`src/common/om_pkg.sv`:
```
package om_pkg;
  // ==================== Timing
  localparam int CLK_HZ         = 10_000_000;
  localparam int MS_PER_S       = 1000;
  localparam int CYC_PER_MS     = CLK_HZ / MS_PER_S;
  localparam int BLINK_HZ       = 2;
  localparam int BLINK_HALF_CYC = CLK_HZ / (2 * BLINK_HZ);
  localparam logic [15:0] LAMP_MS         = 16'h07d0;
  localparam logic [15:0] IO_WINDOW_MS_RST = 16'hea60;
  // ==================== Register map
  localparam logic [7:0] ADDR_CTRL   = 8'h00;
  localparam logic [7:0] ADDR_SLOT   = 8'h04;
  localparam logic [7:0] ADDR_WINDOW = 8'h08;
  localparam logic [7:0] ADDR_CMD    = 8'h0c;
  localparam logic [7:0] ADDR_STATUS = 8'h10;
  localparam logic [1:0] CTRL_RST    = 2'h0;
  localparam logic [15:0] SLOT_RST   = 16'h0000;
  localparam int CTRL_PREV_BIT   = 0;
  localparam int CTRL_IGNORE_BIT = 1;
  localparam int CMD_RUN_BIT     = 0;
  localparam int CMD_STOP_BIT    = 1;
  localparam int NUM_SLOTS       = 8;
  // ==================== Modes and states
  localparam logic [1:0] MODE_STOP    = 2'h0;
  localparam logic [1:0] MODE_STARTUP = 2'h1;
  localparam logic [1:0] MODE_RUN     = 2'h2;
  localparam logic [1:0] MODE_INIT    = 2'h3;
  typedef enum logic [2:0] {
    OM_LAMP, OM_INIT, OM_STOP, OM_STARTUP, OM_RUN, OM_EVAL, OM_MRES
  } om_state_t;
endpackage : om_pkg

```
`src/verilog/om_blink.sv`:
```
`timescale 1ns/1ns
`default_nettype none
module om_blink #(
  parameter int HALF_CYC = om_pkg::BLINK_HALF_CYC
) (
  input  wire logic clock_i,
  input  wire logic rst_n_i,
  input  wire logic ce_i,
  output logic      phase_o
);
  import om_pkg::*;
  logic [31:0] cnt_r;

  // ==================== Half-period toggle
  always_ff @(posedge clock_i) begin
    if (!rst_n_i) begin
      cnt_r   <= 32'h0000_0000;
      phase_o <= 1'b0;
    end else if (ce_i) begin
      if (cnt_r == 32'(HALF_CYC - 1)) begin
        cnt_r   <= 32'h0000_0000;
        phase_o <= !phase_o;
      end else begin
        cnt_r <= cnt_r + 32'h0000_0001;
      end
    end
  end

  property p_phase_steady;
    @(posedge clock_i) disable iff (!rst_n_i)
      (cnt_r != 32'(HALF_CYC - 1)) |=> $stable(phase_o);
  endproperty
  a_phase_steady: assert property (p_phase_steady)
    else $error("blink phase moved mid period");
endmodule : om_blink
`default_nettype wire

```
`src/verilog/om_mode_fsm.sv`:
```
// Function
// - On card insert/remove in STOP, STARTUP or RUN, compare card with retentive data.
// - Card mismatch forces a memory reset, then STOP.
// - Run/stop indicator flashes during card evaluation.
// - Power-on lamp test, all indicators flashing at 2 Hz.
// - Then initialisation with card evaluation, run/stop flashing yellow 2 Hz.
// - After initialisation, STOP with steady yellow run/stop indicator.
// - Exactly STARTUP, RUN, STOP; network stays up; mode shown on indicators.
// - Power-on goes to STARTUP if consistent and startup type permits.
// - Entering STARTUP clears non-retentive memory, keeps retentive data.
// - STOP to STARTUP on consistent configuration plus a run request.
// - STARTUP to STOP on error, stop request or routine STOP command.
// - STARTUP to RUN after variables initialised and startup routines done.
// - RUN to STOP on fatal error, program STOP or stop request.
// - Compatibility setting: compatible-only or ignore-mismatch startup.
// - Per-slot compatibility setting overrides the device-wide one, except at window end, which also needs the device-wide ignore bit.
// - I/O readiness window, default 60000 ms; ready in time goes RUN.
// - I/O not ready at window end: compatibility setting decides.
// - No valid card or no hardware configuration blocks or cancels startup.
//
// The implementer's own choices: the APB interface to the registers and the placing of the registers.
`timescale 1ns/1ns
`default_nettype none
module om_mode_fsm #(
  parameter int BLINK_HALF = om_pkg::BLINK_HALF_CYC,
  parameter int CYC_PER_MS = om_pkg::CYC_PER_MS
) (
  input  wire logic                         clock_i,
  input  wire logic                         rst_n_i,
  input  wire logic                         ce_i,
  input  wire logic                         psel_i,
  input  wire logic                         penable_i,
  input  wire logic                         pwrite_i,
  input  wire logic [7:0]                   paddr_i,
  input  wire logic [31:0]                  pwdata_i,
  output logic      [31:0]                  prdata_o,
  output logic                              pready_o,
  output logic                              pslverr_o,
  input  wire logic                         selector_run_i,
  input  wire logic                         consistent_i,
  input  wire logic                         hw_config_loaded_i,
  input  wire logic                         card_valid_i,
  input  wire logic                         card_change_i,
  input  wire logic                         card_eval_done_i,
  input  wire logic                         card_match_i,
  input  wire logic                         was_run_i,
  input  wire logic                         startup_error_i,
  input  wire logic                         startup_stop_i,
  input  wire logic                         program_variables_init_i,
  input  wire logic                         startup_done_i,
  input  wire logic                         fatal_error_i,
  input  wire logic                         program_stop_i,
  input  wire logic                         io_ready_i,
  input  wire logic [om_pkg::NUM_SLOTS-1:0] slot_compatible_i,
  output logic      [1:0]                   mode_o,
  output logic                              run_stop_yellow_o,
  output logic                              run_stop_green_o,
  output logic                              fault_indicator_o,
  output logic                              maintenance_indicator_o,
  output logic                              clear_nonretentive_o,
  output logic                              memory_reset_o
);
  import om_pkg::*;

  om_state_t             state_r;
  om_state_t             state_nxt;
  om_state_t             back_r;
  logic [1:0]            ctrl_r;
  logic [15:0]           slot_r;
  logic [15:0]           window_r;
  logic                  cmd_run_r;
  logic                  cmd_stop_r;
  logic                  sel_prev_r;
  logic                  blink;
  logic                  lamp_done;
  logic                  win_expired;
  logic                  lamp_start_r;
  logic                  win_start;
  logic                  wr_en;
  logic                  rd_en;
  logic                  card_ok;
  logic                  stop_req;
  logic                  run_req;
  logic                  compat_ok;
  logic [NUM_SLOTS-1:0]  slot_ign;

  // ==================== APB slave
  assign pready_o = ce_i;
  assign wr_en    = psel_i && penable_i && pwrite_i && ce_i;
  assign rd_en    = psel_i && penable_i && !pwrite_i && ce_i;

  always_ff @(posedge clock_i) begin
    if (!rst_n_i) begin
      ctrl_r   <= CTRL_RST;
      slot_r   <= SLOT_RST;
      window_r <= IO_WINDOW_MS_RST;
    end else if (wr_en) begin
      if (paddr_i == ADDR_CTRL) begin
        ctrl_r <= pwdata_i[1:0];
      end else if (paddr_i == ADDR_SLOT) begin
        slot_r <= pwdata_i[15:0];
      end else if (paddr_i == ADDR_WINDOW) begin
        window_r <= pwdata_i[15:0];
      end
    end
  end

  // Command bits are one-cycle pulses; they never read back
  always_ff @(posedge clock_i) begin
    if (!rst_n_i) begin
      cmd_run_r  <= 1'b0;
      cmd_stop_r <= 1'b0;
    end else if (ce_i) begin
      cmd_run_r  <= wr_en && (paddr_i == ADDR_CMD) && pwdata_i[CMD_RUN_BIT];
      cmd_stop_r <= wr_en && (paddr_i == ADDR_CMD) && pwdata_i[CMD_STOP_BIT];
    end
  end

  always_ff @(posedge clock_i) begin
    if (!rst_n_i) begin
      prdata_o  <= 32'h0000_0000;
      pslverr_o <= 1'b0;
    end else if (ce_i) begin
      pslverr_o <= 1'b0;
      prdata_o  <= 32'h0000_0000;
      if (psel_i && !penable_i) begin
        if (paddr_i == ADDR_CTRL) begin
          prdata_o <= {30'h0000_0000, ctrl_r};
        end else if (paddr_i == ADDR_SLOT) begin
          prdata_o <= {16'h0000, slot_r};
        end else if (paddr_i == ADDR_WINDOW) begin
          prdata_o <= {16'h0000, window_r};
        end else if (paddr_i == ADDR_STATUS) begin
          prdata_o <= {24'h00_0000, state_r, win_expired, io_ready_i, 1'b0, mode_o};
        end else if (paddr_i != ADDR_CMD) begin
          pslverr_o <= 1'b1;
        end
      end else if (!rd_en) begin
        pslverr_o <= 1'b0;
      end
    end
  end

  // ==================== Timers and blink
  om_blink #(.HALF_CYC(BLINK_HALF)) u_blink (
    .clock_i (clock_i),
    .rst_n_i (rst_n_i),
    .ce_i    (ce_i),
    .phase_o (blink)
  );

  always_ff @(posedge clock_i) begin
    if (!rst_n_i) begin
      lamp_start_r <= 1'b1;
    end else if (ce_i) begin
      lamp_start_r <= 1'b0;
    end
  end

  om_timer #(.CYC_PER_MS(CYC_PER_MS)) u_lamp (
    .clock_i   (clock_i),
    .rst_n_i   (rst_n_i),
    .ce_i      (ce_i),
    .start_i   (lamp_start_r),
    .len_ms_i  (LAMP_MS),
    .expired_o (lamp_done)
  );

  assign win_start = (state_nxt == OM_STARTUP) && (state_r != OM_STARTUP);

  om_timer #(.CYC_PER_MS(CYC_PER_MS)) u_window (
    .clock_i   (clock_i),
    .rst_n_i   (rst_n_i),
    .ce_i      (ce_i),
    .start_i   (win_start),
    .len_ms_i  (window_r),
    .expired_o (win_expired)
  );

  // ==================== Request decode
  always_ff @(posedge clock_i) begin
    if (!rst_n_i) begin
      sel_prev_r <= 1'b0;
    end else if (ce_i) begin
      sel_prev_r <= selector_run_i;
    end
  end

  assign card_ok  = card_valid_i && hw_config_loaded_i;
  assign stop_req = cmd_stop_r || !selector_run_i;
  assign run_req  = (cmd_run_r && selector_run_i) || (selector_run_i && !sel_prev_r);

  // Per-slot override wins over the device-wide setting
  always_comb begin
    for (int i = 0; i < NUM_SLOTS; i++) begin
      slot_ign[i] = slot_r[i] ? slot_r[NUM_SLOTS + i] : ctrl_r[CTRL_IGNORE_BIT];
    end
  end
  assign compat_ok = &(slot_compatible_i | slot_ign);

  // ==================== Mode sequencer
  always_comb begin
    state_nxt = state_r;
    case (state_r)
      OM_LAMP: begin
        if (lamp_done) begin
          state_nxt = OM_INIT;
        end
      end
      OM_INIT: begin
        if (card_eval_done_i) begin
          if (consistent_i && card_ok &&
              (!ctrl_r[CTRL_PREV_BIT] || was_run_i)) begin
            state_nxt = OM_STARTUP;
          end else begin
            state_nxt = OM_STOP;
          end
        end
      end
      OM_STOP: begin
        if (card_change_i) begin
          state_nxt = OM_EVAL;
        end else if (consistent_i && card_ok && run_req) begin
          state_nxt = OM_STARTUP;
        end
      end
      OM_STARTUP: begin
        if (card_change_i) begin
          state_nxt = OM_EVAL;
        end else if (!card_ok || startup_error_i || stop_req || startup_stop_i) begin
          state_nxt = OM_STOP;
        end else if (program_variables_init_i && startup_done_i) begin
          if (io_ready_i && compat_ok) begin
            state_nxt = OM_RUN;
          end else if (win_expired) begin
            // Unready I/O is tolerated only in ignore-mismatch mode
            state_nxt = (ctrl_r[CTRL_IGNORE_BIT] && compat_ok) ? OM_RUN : OM_STOP;
          end
        end
      end
      OM_RUN: begin
        if (card_change_i) begin
          state_nxt = OM_EVAL;
        end else if (fatal_error_i || program_stop_i || stop_req) begin
          state_nxt = OM_STOP;
        end
      end
      OM_EVAL: begin
        if (card_eval_done_i) begin
          if (!card_match_i) begin
            state_nxt = OM_MRES;
          end else if (back_r != OM_STOP && !card_ok) begin
            state_nxt = OM_STOP;
          end else begin
            state_nxt = back_r;
          end
        end
      end
      OM_MRES: begin
        state_nxt = OM_STOP;
      end
      default: begin
        state_nxt = OM_STOP;
      end
    endcase
  end

  always_ff @(posedge clock_i) begin
    if (!rst_n_i) begin
      state_r <= OM_LAMP;
      back_r  <= OM_STOP;
    end else if (ce_i) begin
      state_r <= state_nxt;
      if (state_nxt == OM_EVAL && state_r != OM_EVAL) begin
        back_r <= state_r;
      end
    end
  end

  // Entry pulses; retentive data is untouched by the STARTUP clear
  always_ff @(posedge clock_i) begin
    if (!rst_n_i) begin
      clear_nonretentive_o <= 1'b0;
      memory_reset_o       <= 1'b0;
    end else if (ce_i) begin
      clear_nonretentive_o <= win_start;
      memory_reset_o       <= (state_nxt == OM_MRES);
    end
  end

  // ==================== Indicators
  always_ff @(posedge clock_i) begin
    if (!rst_n_i) begin
      mode_o                  <= MODE_INIT;
      run_stop_yellow_o       <= 1'b0;
      run_stop_green_o        <= 1'b0;
      fault_indicator_o       <= 1'b0;
      maintenance_indicator_o <= 1'b0;
    end else if (ce_i) begin
      fault_indicator_o       <= 1'b0;
      maintenance_indicator_o <= 1'b0;
      run_stop_green_o        <= 1'b0;
      run_stop_yellow_o       <= blink;
      mode_o                  <= MODE_INIT;
      case (state_r)
        OM_LAMP: begin
          run_stop_green_o        <= !blink;
          fault_indicator_o       <= blink;
          maintenance_indicator_o <= blink;
        end
        OM_STOP: begin
          mode_o            <= MODE_STOP;
          run_stop_yellow_o <= 1'b1;
        end
        OM_STARTUP: begin
          mode_o            <= MODE_STARTUP;
          run_stop_yellow_o <= 1'b1;
          run_stop_green_o  <= blink;
        end
        OM_RUN: begin
          mode_o            <= MODE_RUN;
          run_stop_yellow_o <= 1'b0;
          run_stop_green_o  <= 1'b1;
        end
        default: begin
          mode_o <= MODE_INIT;
        end
      endcase
    end
  end

  // ==================== Checks
  property p_eval_flash;
    @(posedge clock_i) disable iff (!rst_n_i)
      (ce_i && state_r == OM_EVAL) |=> (run_stop_yellow_o == $past(blink) && !run_stop_green_o);
  endproperty
  a_eval_flash: assert property (p_eval_flash)
    else $error("run/stop not flashing in evaluation");

  property p_lamp;
    @(posedge clock_i) disable iff (!rst_n_i)
      (ce_i && state_r == OM_LAMP) |=>
        (run_stop_green_o != run_stop_yellow_o && fault_indicator_o == $past(blink));
  endproperty
  a_lamp: assert property (p_lamp)
    else $error("lamp test pattern wrong");

  property p_stop_lamp;
    @(posedge clock_i) disable iff (!rst_n_i)
      (ce_i && state_r == OM_STOP) |=> (run_stop_yellow_o && !run_stop_green_o && mode_o == MODE_STOP);
  endproperty
  a_stop_lamp: assert property (p_stop_lamp)
    else $error("STOP not steady yellow");

  property p_mres;
    @(posedge clock_i) disable iff (!rst_n_i)
      (ce_i && state_r == OM_EVAL && card_eval_done_i && !card_match_i) |=>
        (memory_reset_o && state_r == OM_MRES) ##1 (!ce_i || state_r == OM_STOP);
  endproperty
  a_mres: assert property (p_mres)
    else $error("mismatch did not reset memory then stop");

  property p_clear;
    @(posedge clock_i) disable iff (!rst_n_i)
      (state_r == OM_STARTUP && $past(state_r) != OM_STARTUP) |-> clear_nonretentive_o;
  endproperty
  a_clear: assert property (p_clear)
    else $error("no non-retentive clear on STARTUP entry");

  property p_run_stop;
    @(posedge clock_i) disable iff (!rst_n_i)
      (ce_i && state_r == OM_RUN && !card_change_i && (fatal_error_i || program_stop_i))
        |=> state_r == OM_STOP;
  endproperty
  a_run_stop: assert property (p_run_stop)
    else $error("RUN did not stop");

  property p_startup_cancel;
    @(posedge clock_i) disable iff (!rst_n_i)
      (ce_i && state_r == OM_STARTUP && !card_change_i && (startup_error_i || !card_ok))
        |=> state_r == OM_STOP;
  endproperty
  a_startup_cancel: assert property (p_startup_cancel)
    else $error("startup not cancelled");

  property p_start_req;
    @(posedge clock_i) disable iff (!rst_n_i)
      (ce_i && state_r == OM_STOP && !card_change_i && consistent_i && card_ok &&
       selector_run_i && !sel_prev_r) |=> state_r == OM_STARTUP;
  endproperty
  a_start_req: assert property (p_start_req)
    else $error("selector STOP to RUN ignored");

  property p_no_early_run;
    @(posedge clock_i) disable iff (!rst_n_i)
      (ce_i && state_r == OM_STARTUP && !program_variables_init_i) |=> state_r != OM_RUN;
  endproperty
  a_no_early_run: assert property (p_no_early_run)
    else $error("RUN before variables initialised");
endmodule : om_mode_fsm
`default_nettype wire

```
`src/verilog/om_timer.sv`:
```
`timescale 1ns/1ns
`default_nettype none
module om_timer #(
  parameter int CYC_PER_MS = om_pkg::CYC_PER_MS
) (
  input  wire logic        clock_i,
  input  wire logic        rst_n_i,
  input  wire logic        ce_i,
  input  wire logic        start_i,
  input  wire logic [15:0] len_ms_i,
  output logic             expired_o
);
  import om_pkg::*;
  logic [31:0] pre_r;
  logic [15:0] ms_r;
  logic        active_r;

  // ==================== Millisecond countdown
  always_ff @(posedge clock_i) begin
    if (!rst_n_i) begin
      pre_r     <= 32'h0000_0000;
      ms_r      <= 16'h0000;
      active_r  <= 1'b0;
      expired_o <= 1'b0;
    end else if (ce_i) begin
      if (start_i) begin
        pre_r     <= 32'h0000_0000;
        ms_r      <= len_ms_i;
        active_r  <= 1'b1;
        expired_o <= 1'b0;
      end else if (active_r) begin
        if (ms_r == 16'h0000) begin
          expired_o <= 1'b1;
          active_r  <= 1'b0;
        end else if (pre_r == 32'(CYC_PER_MS - 1)) begin
          pre_r <= 32'h0000_0000;
          ms_r  <= ms_r - 16'h0001;
        end else begin
          pre_r <= pre_r + 32'h0000_0001;
        end
      end
    end
  end

  property p_restart_clears;
    @(posedge clock_i) disable iff (!rst_n_i)
      (ce_i && start_i) |=> !expired_o;
  endproperty
  a_restart_clears: assert property (p_restart_clears)
    else $error("timer expired right after start");
endmodule : om_timer
`default_nettype wire
```
`config.mk`:
```
export PLATFORM = sky130hd
export DESIGN_NAME = om_mode_fsm
export DESIGN_NICKNAME = d
export VERILOG_FILES = /design/src/common/om_pkg.sv /design/src/verilog/om_blink.sv /design/src/verilog/om_mode_fsm.sv /design/src/verilog/om_timer.sv
export SDC_FILE = /design/constraint.sdc
export NUM_CORES = 1
export LEC_CHECK = 0
export ABC_AREA = 1
export BUFFER_PORTS_ARGS = -buffer_cell sky130_fd_sc_hd__buf_4
export CELL_PAD_IN_SITES_DETAIL_PLACEMENT = 0
export CELL_PAD_IN_SITES_GLOBAL_PLACEMENT = 1
export CORE_MARGIN = 10
export CORE_UTILIZATION = 25
export CTS_BUF_LIST = sky130_fd_sc_hd__clkbuf_16
export DETAILED_ROUTE_END_ITERATION = 10
export GPL_ROUTABILITY_DRIVEN = 0
export PLACE_DENSITY = 0.6
export REMOVE_ABC_BUFFERS = 1
export SYNTH_ARGS = -nofsm -noshare
export SYNTH_HDL_FRONTEND = slang
export SYNTH_SLANG_ARGS = --single-unit
```
`constraint.sdc`:
```
create_clock -name clock_i -period 3 [get_ports clock_i]
set_clock_uncertainty 0.15 [all_clocks]
set_input_delay 0.45 -clock clock_i [delete_from_list [all_inputs] [get_ports clock_i]]
set_output_delay 0.45 -clock clock_i [all_outputs]
set_load 0.05 [all_outputs]
```
==> results of run 1 <==
[flip-flops by register name (all words and copies together) (netlist names), 2 cells and up]
name	count
slot_r	16
state_r	3
u_lamp.ms_r	16
prdata_o	16
u_window.pre_r	32
ctrl_r	2
u_window.ms_r	16
u_lamp.pre_r	32
window_r	16
mode_o	2
back_r	3
u_blink.cnt_r	32
[cell usage after synthesis (2+ instances only)]
library cell	n	area share, %
inv_2	4	0.13
o21ai_1	26	1.2
dfxtp_1	201	36
and2_1	2	0.11
nand2_4	2	0.20
xor2_1	43	3.4
a21oi_2	2	0.16
inv_1	182	6.1
o21a_1	8	0.54
nand4_1	38	2.1
clkbuf_1	31	1.0
nand3_1	79	3.5
a211oi_1	14	0.94
buf_1	3	0.10
nand2_1	370	12
nor2_2	6	0.34
nor2_4	3	0.30
nor2_1	241	8.1
nand2_2	8	0.45
a31oi_1	7	0.39
or2_2	9	0.50
o22ai_1	10	0.56
o2bb2ai_1	8	0.63
ha_1	5	0.56
nand3_2	2	0.18
clkinv_1	4	0.13
nand3b_1	10	0.67
nor4_1	33	1.9
xnor2_1	5	0.39
o211ai_1	11	0.74
and3_1	2	0.11
a21oi_1	117	5.2
nor3_2	3	0.27
buf_6	10	1.0
buf_2	8	0.36
buf_4	23	1.5
o21ai_0	74	3.3
nor3_1	67	3.0
[cell usage in the layout (no fill, tap or decap), drive strengths merged, types with 9 or more instances in the layout]
master and count:
nand2 380, nor2 250, dfxtp 201, inv 190, a21oi 119, buf 104
o21ai 100, nand3 81, nor3 70, xor2 43, nand4 39, nor4 34
clkbuf 26, conb 16, a211oi 15, clkinv 15, o211ai 11, nand3b 10
o22ai 10, or2 9
[power by group]
| group | internal (mW) | total [mW] | leakage, nW | switching, mW |
|---|---|---|---|---|
| Combinational | 0.233 | 0.680 | 3.16 | 0.446 |
| Sequential | 2.72 | 2.79 | 1.62 | 0.0712 |
| Clock | 2.00 | 3.23 | 0.447 | 1.23 |
[worst reg2reg max path, cell delays in order, from the launching register on]
cell	delay (ns)
dfxtp_1	0.36
nor2_1	0.16
nand2_1	0.10
nor2_2	0.19
nand3_1	0.21
a31oi_4	0.38
inv_2	0.10
nand2_4	0.20
nand2_2	0.07
inv_1	0.32
o21ai_0	0.21
a2bb2oi_1	0.16
[layout make-up]
type | instances | share of cell area [%]
Clock inverter | 20 | 1.72
Inverter | 190 | 5.38
Clock buffer | 26 | 4.90
Multi-Input combinational cell | 1232 | 45.4
Tap cell | 592 | 5.58
Sequential cell | 201 | 30.3
Timing Repair Buffer | 110 | 6.71
[final timing paths]
kind	from	to	slack [ns]	cells past startpoint
max	u_lamp.ms_r[8]	u_lamp.pre_r[7]	0.33	11
min	pwdata_i[11]	window_r[11]	0.02	3
max reg2reg	u_lamp.ms_r[8]	u_lamp.pre_r[7]	0.33	11
min reg2reg	u_blink.cnt_r[31]	u_blink.cnt_r[31]	0.31	1
[routing by layer]
metal | GRT usage (%) | wire (um)
met1 | 16.5 | 16600
met3 | 2.09 | 1480
met5 | 0 | 0
met2 | 19.9 | 15000
met4 | 2.77 | 525
[per-stage QoR]
step | hold slack [ns] | area, sq um | std cells | utilization, % | power, mW
2_1_floorplan | 0.274 | 10800 | 1623 | - | 3.27
3_3_place_gp | 0.292 | 12300 | 2319 | 28.0 | 3.53
3_5_place_dp | 0.300 | 12300 | 2319 | 28.0 | 3.53
4_1_cts | 0.00378 | 13300 | 2371 | 30.1 | 6.83
5_1_grt | 0.00818 | 13300 | 2371 | 30.1 | 7.01
6_report | 0.0249 | 13300 | 2371 | 30.1 | 6.70
[kinds of logic after synthesis]
logic type	count (synthesis)	share of synthesized area, %
adders and majority gates	5	0.561
buffers and inverters	266	10.5
DFF	201	36.1
and+or+nand+nor	878	34.6
xor gates and xnor gates	48	3.77
other	1	0.0336
AOI/OAI and AO/OA	285	14.5
[what timing repair did]
| action | in CTS | in global routing |
|---|---|---|
| setup endpoints to repair | 0 | 4 |
| endpoints found under the hold margin | 6 | 0 |
| hold buffers | 6 | 0 |
| resized for setup | 0 | 1 |
| buffers inserted | 0 | 0 |
==> flow_summary.json, run 1 <==
{
  "grt_max_degree": 40,
  "slew_violations": 0,
  "crit_family": "simple AND/OR/NAND/NOR gates",
  "via_per_inst": 4.53,
  "fin_crit_ns": 2.67,
  "synth-seq-cells": 201,
  "hpwl_um": 25000,
  "area_delta_synth_final_pct": 19.0,
  "cts_sinks": 201,
  "die_h_um": 231,
  "diodes": 0,
  "cts_buffers": 26,
  "dr.first_iter.drc_count": 486,
  "yosys.cell_types.count": 51,
  "finalWirelength_um": 33500,
  "num-fill-cells": 5024,
  "dieArea_sq_mm": 0.0535,
  "multi_input_area_sq_mm": 0.00603,
  "clk_latency_ns": 0.54,
  "critPathMaxFanout": 16,
  "ys_seq_area_share_pct": 36.1,
  "period_share_pct": 88.9,
  "io_buffers": 78,
  "max_freq_mhz": 375,
  "layout-drive-gt1-share_pct": 10.6,
  "worstPathCellList": "nor2_1 > nand2_1 > nor2_2 > nand3_1 > a31oi_4 > inv_2 > nand2_4 > nand2_2 > inv_1 > o21ai_0 > a2bb2oi_1",
  "path_class": "reg2reg",
  "hold_path_class": "in2reg",
  "antenna_left": 0,
  "core_area_sq_mm": 0.0441,
  "synthArstFlopShare_pct": 0,
  "tritoncts": "done",
  "startpoint_type": "flip-flop",
  "antenna_found_initial": 0,
  "nNetsFinal": 1835,
  "regArea_sq_mm": 0.00402,
  "firstDrtPassIters": 5,
  "synth-edff-count": 0,
  "die_w_um": 231,
  "p_per_area_mw_per_mm2": 505,
  "synth_flop_cell": "dfxtp_1",
  "crit_buf_inv": 2,
  "crit_arrival_ns": 2.98,
  "cap_violations": 0,
  "ir_drop_mv": 0.381,
  "setup_tns_ns": 0,
  "syn_area_per_cell_sq_um": 6.62,
  "wire_per_inst_um": 14.1,
  "cts_max_path_buffers": 3,
  "yosys_warnings": 0,
  "root_buffer": "clkbuf_16",
  "drc_errors": 0,
  "rsz0062_at_grt": "no",
  "synth_area_sq_mm": 0.0112,
  "max_stage_delay_ns": 0.38,
  "first_global_vias": 10325,
  "dp_slack_ns": 0.332,
  "required_ns": 3.32,
  "h-tree-depth": 1,
  "timing.final.ws_setup_ns": 0.332,
  "synthCells": 1684,
  "rows": 77,
  "worst_path_max_delay_cell": "a31oi_4",
  "worst_slew_pin_slew_ns": 0.662,
  "cp-end-kind": "flip-flop",
  "grt_pass1_wl_um": 54500,
  "hold_violations": 0,
  "overflow": 0,
  "clk_pin_slew_ns": 0.06,
  "setup_viol": 0,
  "status": "complete, no violations",
  "grt_usage_pct": 12.2,
  "io_pins": 111,
  "start_util_pct": 25.3,
  "slew_headroom_pct": 55.8,
  "leakage_nw": 5.23,
  "vias": 10738
}
Note: power is estimated with default switching activity, not from simulation.
==> inputs of run 2 (changes only) <==
REMOVE_ABC_BUFFERS = not set   (was 1)
==> flow_summary.json, run 2 (synthesis results as in run 1) <==
{
  "status": "complete, no violations",
  "num-fill-cells": 4981,
  "diodes": 0,
  "power.total_mw": 6.91,
  "reg_top3": "u_blink.cnt_r: 32 flops, u_lamp.pre_r: 32 flops, u_window.pre_r: 32 flops",
  "grt_usage_pct": 12.4,
  "multi_input_area_sq_mm": 0.00602,
  "crit_buf_inv": 3,
  "slew_violations": 0,
  "clk_latency_ns": 0.58,
  "p_switching_mw": 1.82,
  "first_global_vias": 10633,
  "setup_viol": 0,
  "crit_arrival_ns": 2.96,
  "worstPathCellList": "inv_1 > nor4_1 > o22ai_1 > nor2_1 > nor2_4 > nand3_2 > nand2_2 > buf_12 > inv_2 > nand2_1 > nand2_1 > nor2_1",
  "regArea_sq_mm": 0.00403,
  "root_buffer": "clkbuf_16",
  "p_per_area_mw_per_mm2": 513,
  "stdcell_area_sq_mm": 0.0135,
  "worst_path_max_delay_cell": "dfxtp_1",
  "required_ns": 3.27,
  "crit_family": "simple AND/OR/NAND/NOR gates",
  "max_stage_delay_ns": 0.59,
  "rsz0062_at_grt": "no",
  "ir_drop_mv": 0.373,
  "final_cells": 2385,
  "drc_errors": 0,
  "cts_max_path_buffers": 3,
  "cp-end-kind": "flip-flop",
  "dp.cells": 2318,
  "p_clk_share_pct": 49.6,
  "antenna_left": 0,
  "io_pins": 111,
  "fin_crit_ns": 2.69,
  "seqPwrFrac_pct": 40.3,
  "worst_slew_pin_slew_ns": 0.614,
  "nNetsFinal": 1848,
  "finalWirelength_um": 33500,
  "grt_max_degree": 50,
  "layout_common_cells": "nand2_1, nor2_1, dfxtp_1",
  "die_w_um": 231,
  "cts_buffers": 28,
  "path_class": "reg2reg",
  "dieArea_sq_mm": 0.0535,
  "antenna_found_initial": 0,
  "dr.first_iter.drc_count": 581,
  "place_area_sq_mm": 0.0123,
  "switching_share_pct": 26.4,
  "h-tree-depth": 1,
  "cts_setup_buffers": 0,
  "tritoncts": "done",
  "io_buffers": 78,
  "layout-drive-gt1-share_pct": 10.7,
  "firstDrtPassIters": 5,
  "vias": 10772,
  "wire_per_inst_um": 14.0,
  "critPathMaxFanout": 25,
  "rows": 77,
  "grt_pass1_wl_um": 55600,
  "startpoint_type": "flip-flop",
  "layout_commonest_cell": "nand2_1",
  "start_util_pct": 25.3,
  "clk_pin_slew_ns": 0.06,
  "overflow": 0,
  "hold_violations": 0,
  "cap_violations": 0,
  "cts_sinks": 201,
  "via_per_inst": 4.52,
  "p_comb_share_pct": 10.1,
  "die_h_um": 231,
  "setup_tns_ns": 0,
  "hold_path_class": "in2reg",
  "hpwl_um": 24700,
  "core_area_sq_mm": 0.0441,
  "max_freq_mhz": 372,
  "period_share_pct": 89.7,
  "leakage_nw": 5.28,
  "intPower_mw": 5.09,
  "area_delta_synth_final_pct": 20.7,
  "slew_headroom_pct": 59.1,
  "holdWs_ns": 0.0642
}
==> run 2: what timing repair did <==
| item | CTS | global route |
|---|---|---|
| endpoints found under the setup margin | 0 | 5 |
| hold buffers | 18 | 0 |
| hold endpoints to repair | 28 | 0 |
| gates resized for setup | 0 | 2 |
==> run 2: worst min-delay path, delay by kind of cell <==
family                 cells  cell delay, ns
buffers and inverters      1            0.09
AO/OA/AOI/OAI              1            0.06
AND/OR/NAND/NOR            2            0.13
==> run 2: through the flow <==
stage / setup WS (ns) / utilization [%]
5_1_grt: 0.0194 / 30.5
4_1_cts: 0.213 / 30.5
2_1_floorplan: 0.868 / -
3_3_place_gp: 0.315 / 27.9
3_5_place_dp: 0.274 / 27.9
6_report: 0.310 / 30.5
==> run 2: layer usage <==
metal / share of wire, % / vias up / global-route usage [%]
met2: 46 / 141 / 20.7
met3: 3.7 / 43 / 2.30
met4: 2.1 / 0 / 3.08
li1: - / 5698 / -
met1: 48 / 4890 / 16.1
met5: 0 / - / 0
==> run 2: power groups by stage <==
stage	sequential (mW)	combinational (mW)	clock, mW
after floorplan	2.84	0.489	0
after CTS	2.79	0.705	3.55
final	2.79	0.696	3.43
after detailed placement	2.84	0.684	0
after global placement	2.84	0.680	0
after global routing	2.80	0.790	3.66
==> run 2: cell type report <==
| cell class | count | share of cell area (%) |
|---|---|---|
| repair buffers | 121 | 7.45 |
| well taps | 592 | 5.50 |
| inverters | 190 | 5.34 |
| clock inverters | 21 | 1.90 |
| multi-input cells | 1232 | 44.7 |
| flip-flops and latches | 201 | 29.9 |
| clock buffers | 28 | 5.20 |
==> run 2: worst paths after layout <==
path | endpoint | depth (start not counted) | from | slack, ns
setup / recovery | u_window.pre_r[13] | 12 | state_r[2] | 0.31
hold / removal | prdata_o[0] | 4 | penable_i | 0.06
setup reg to reg | u_window.pre_r[13] | 12 | state_r[2] | 0.31
hold reg to reg | u_blink.cnt_r[31] | 1 | u_blink.cnt_r[31] | 0.30
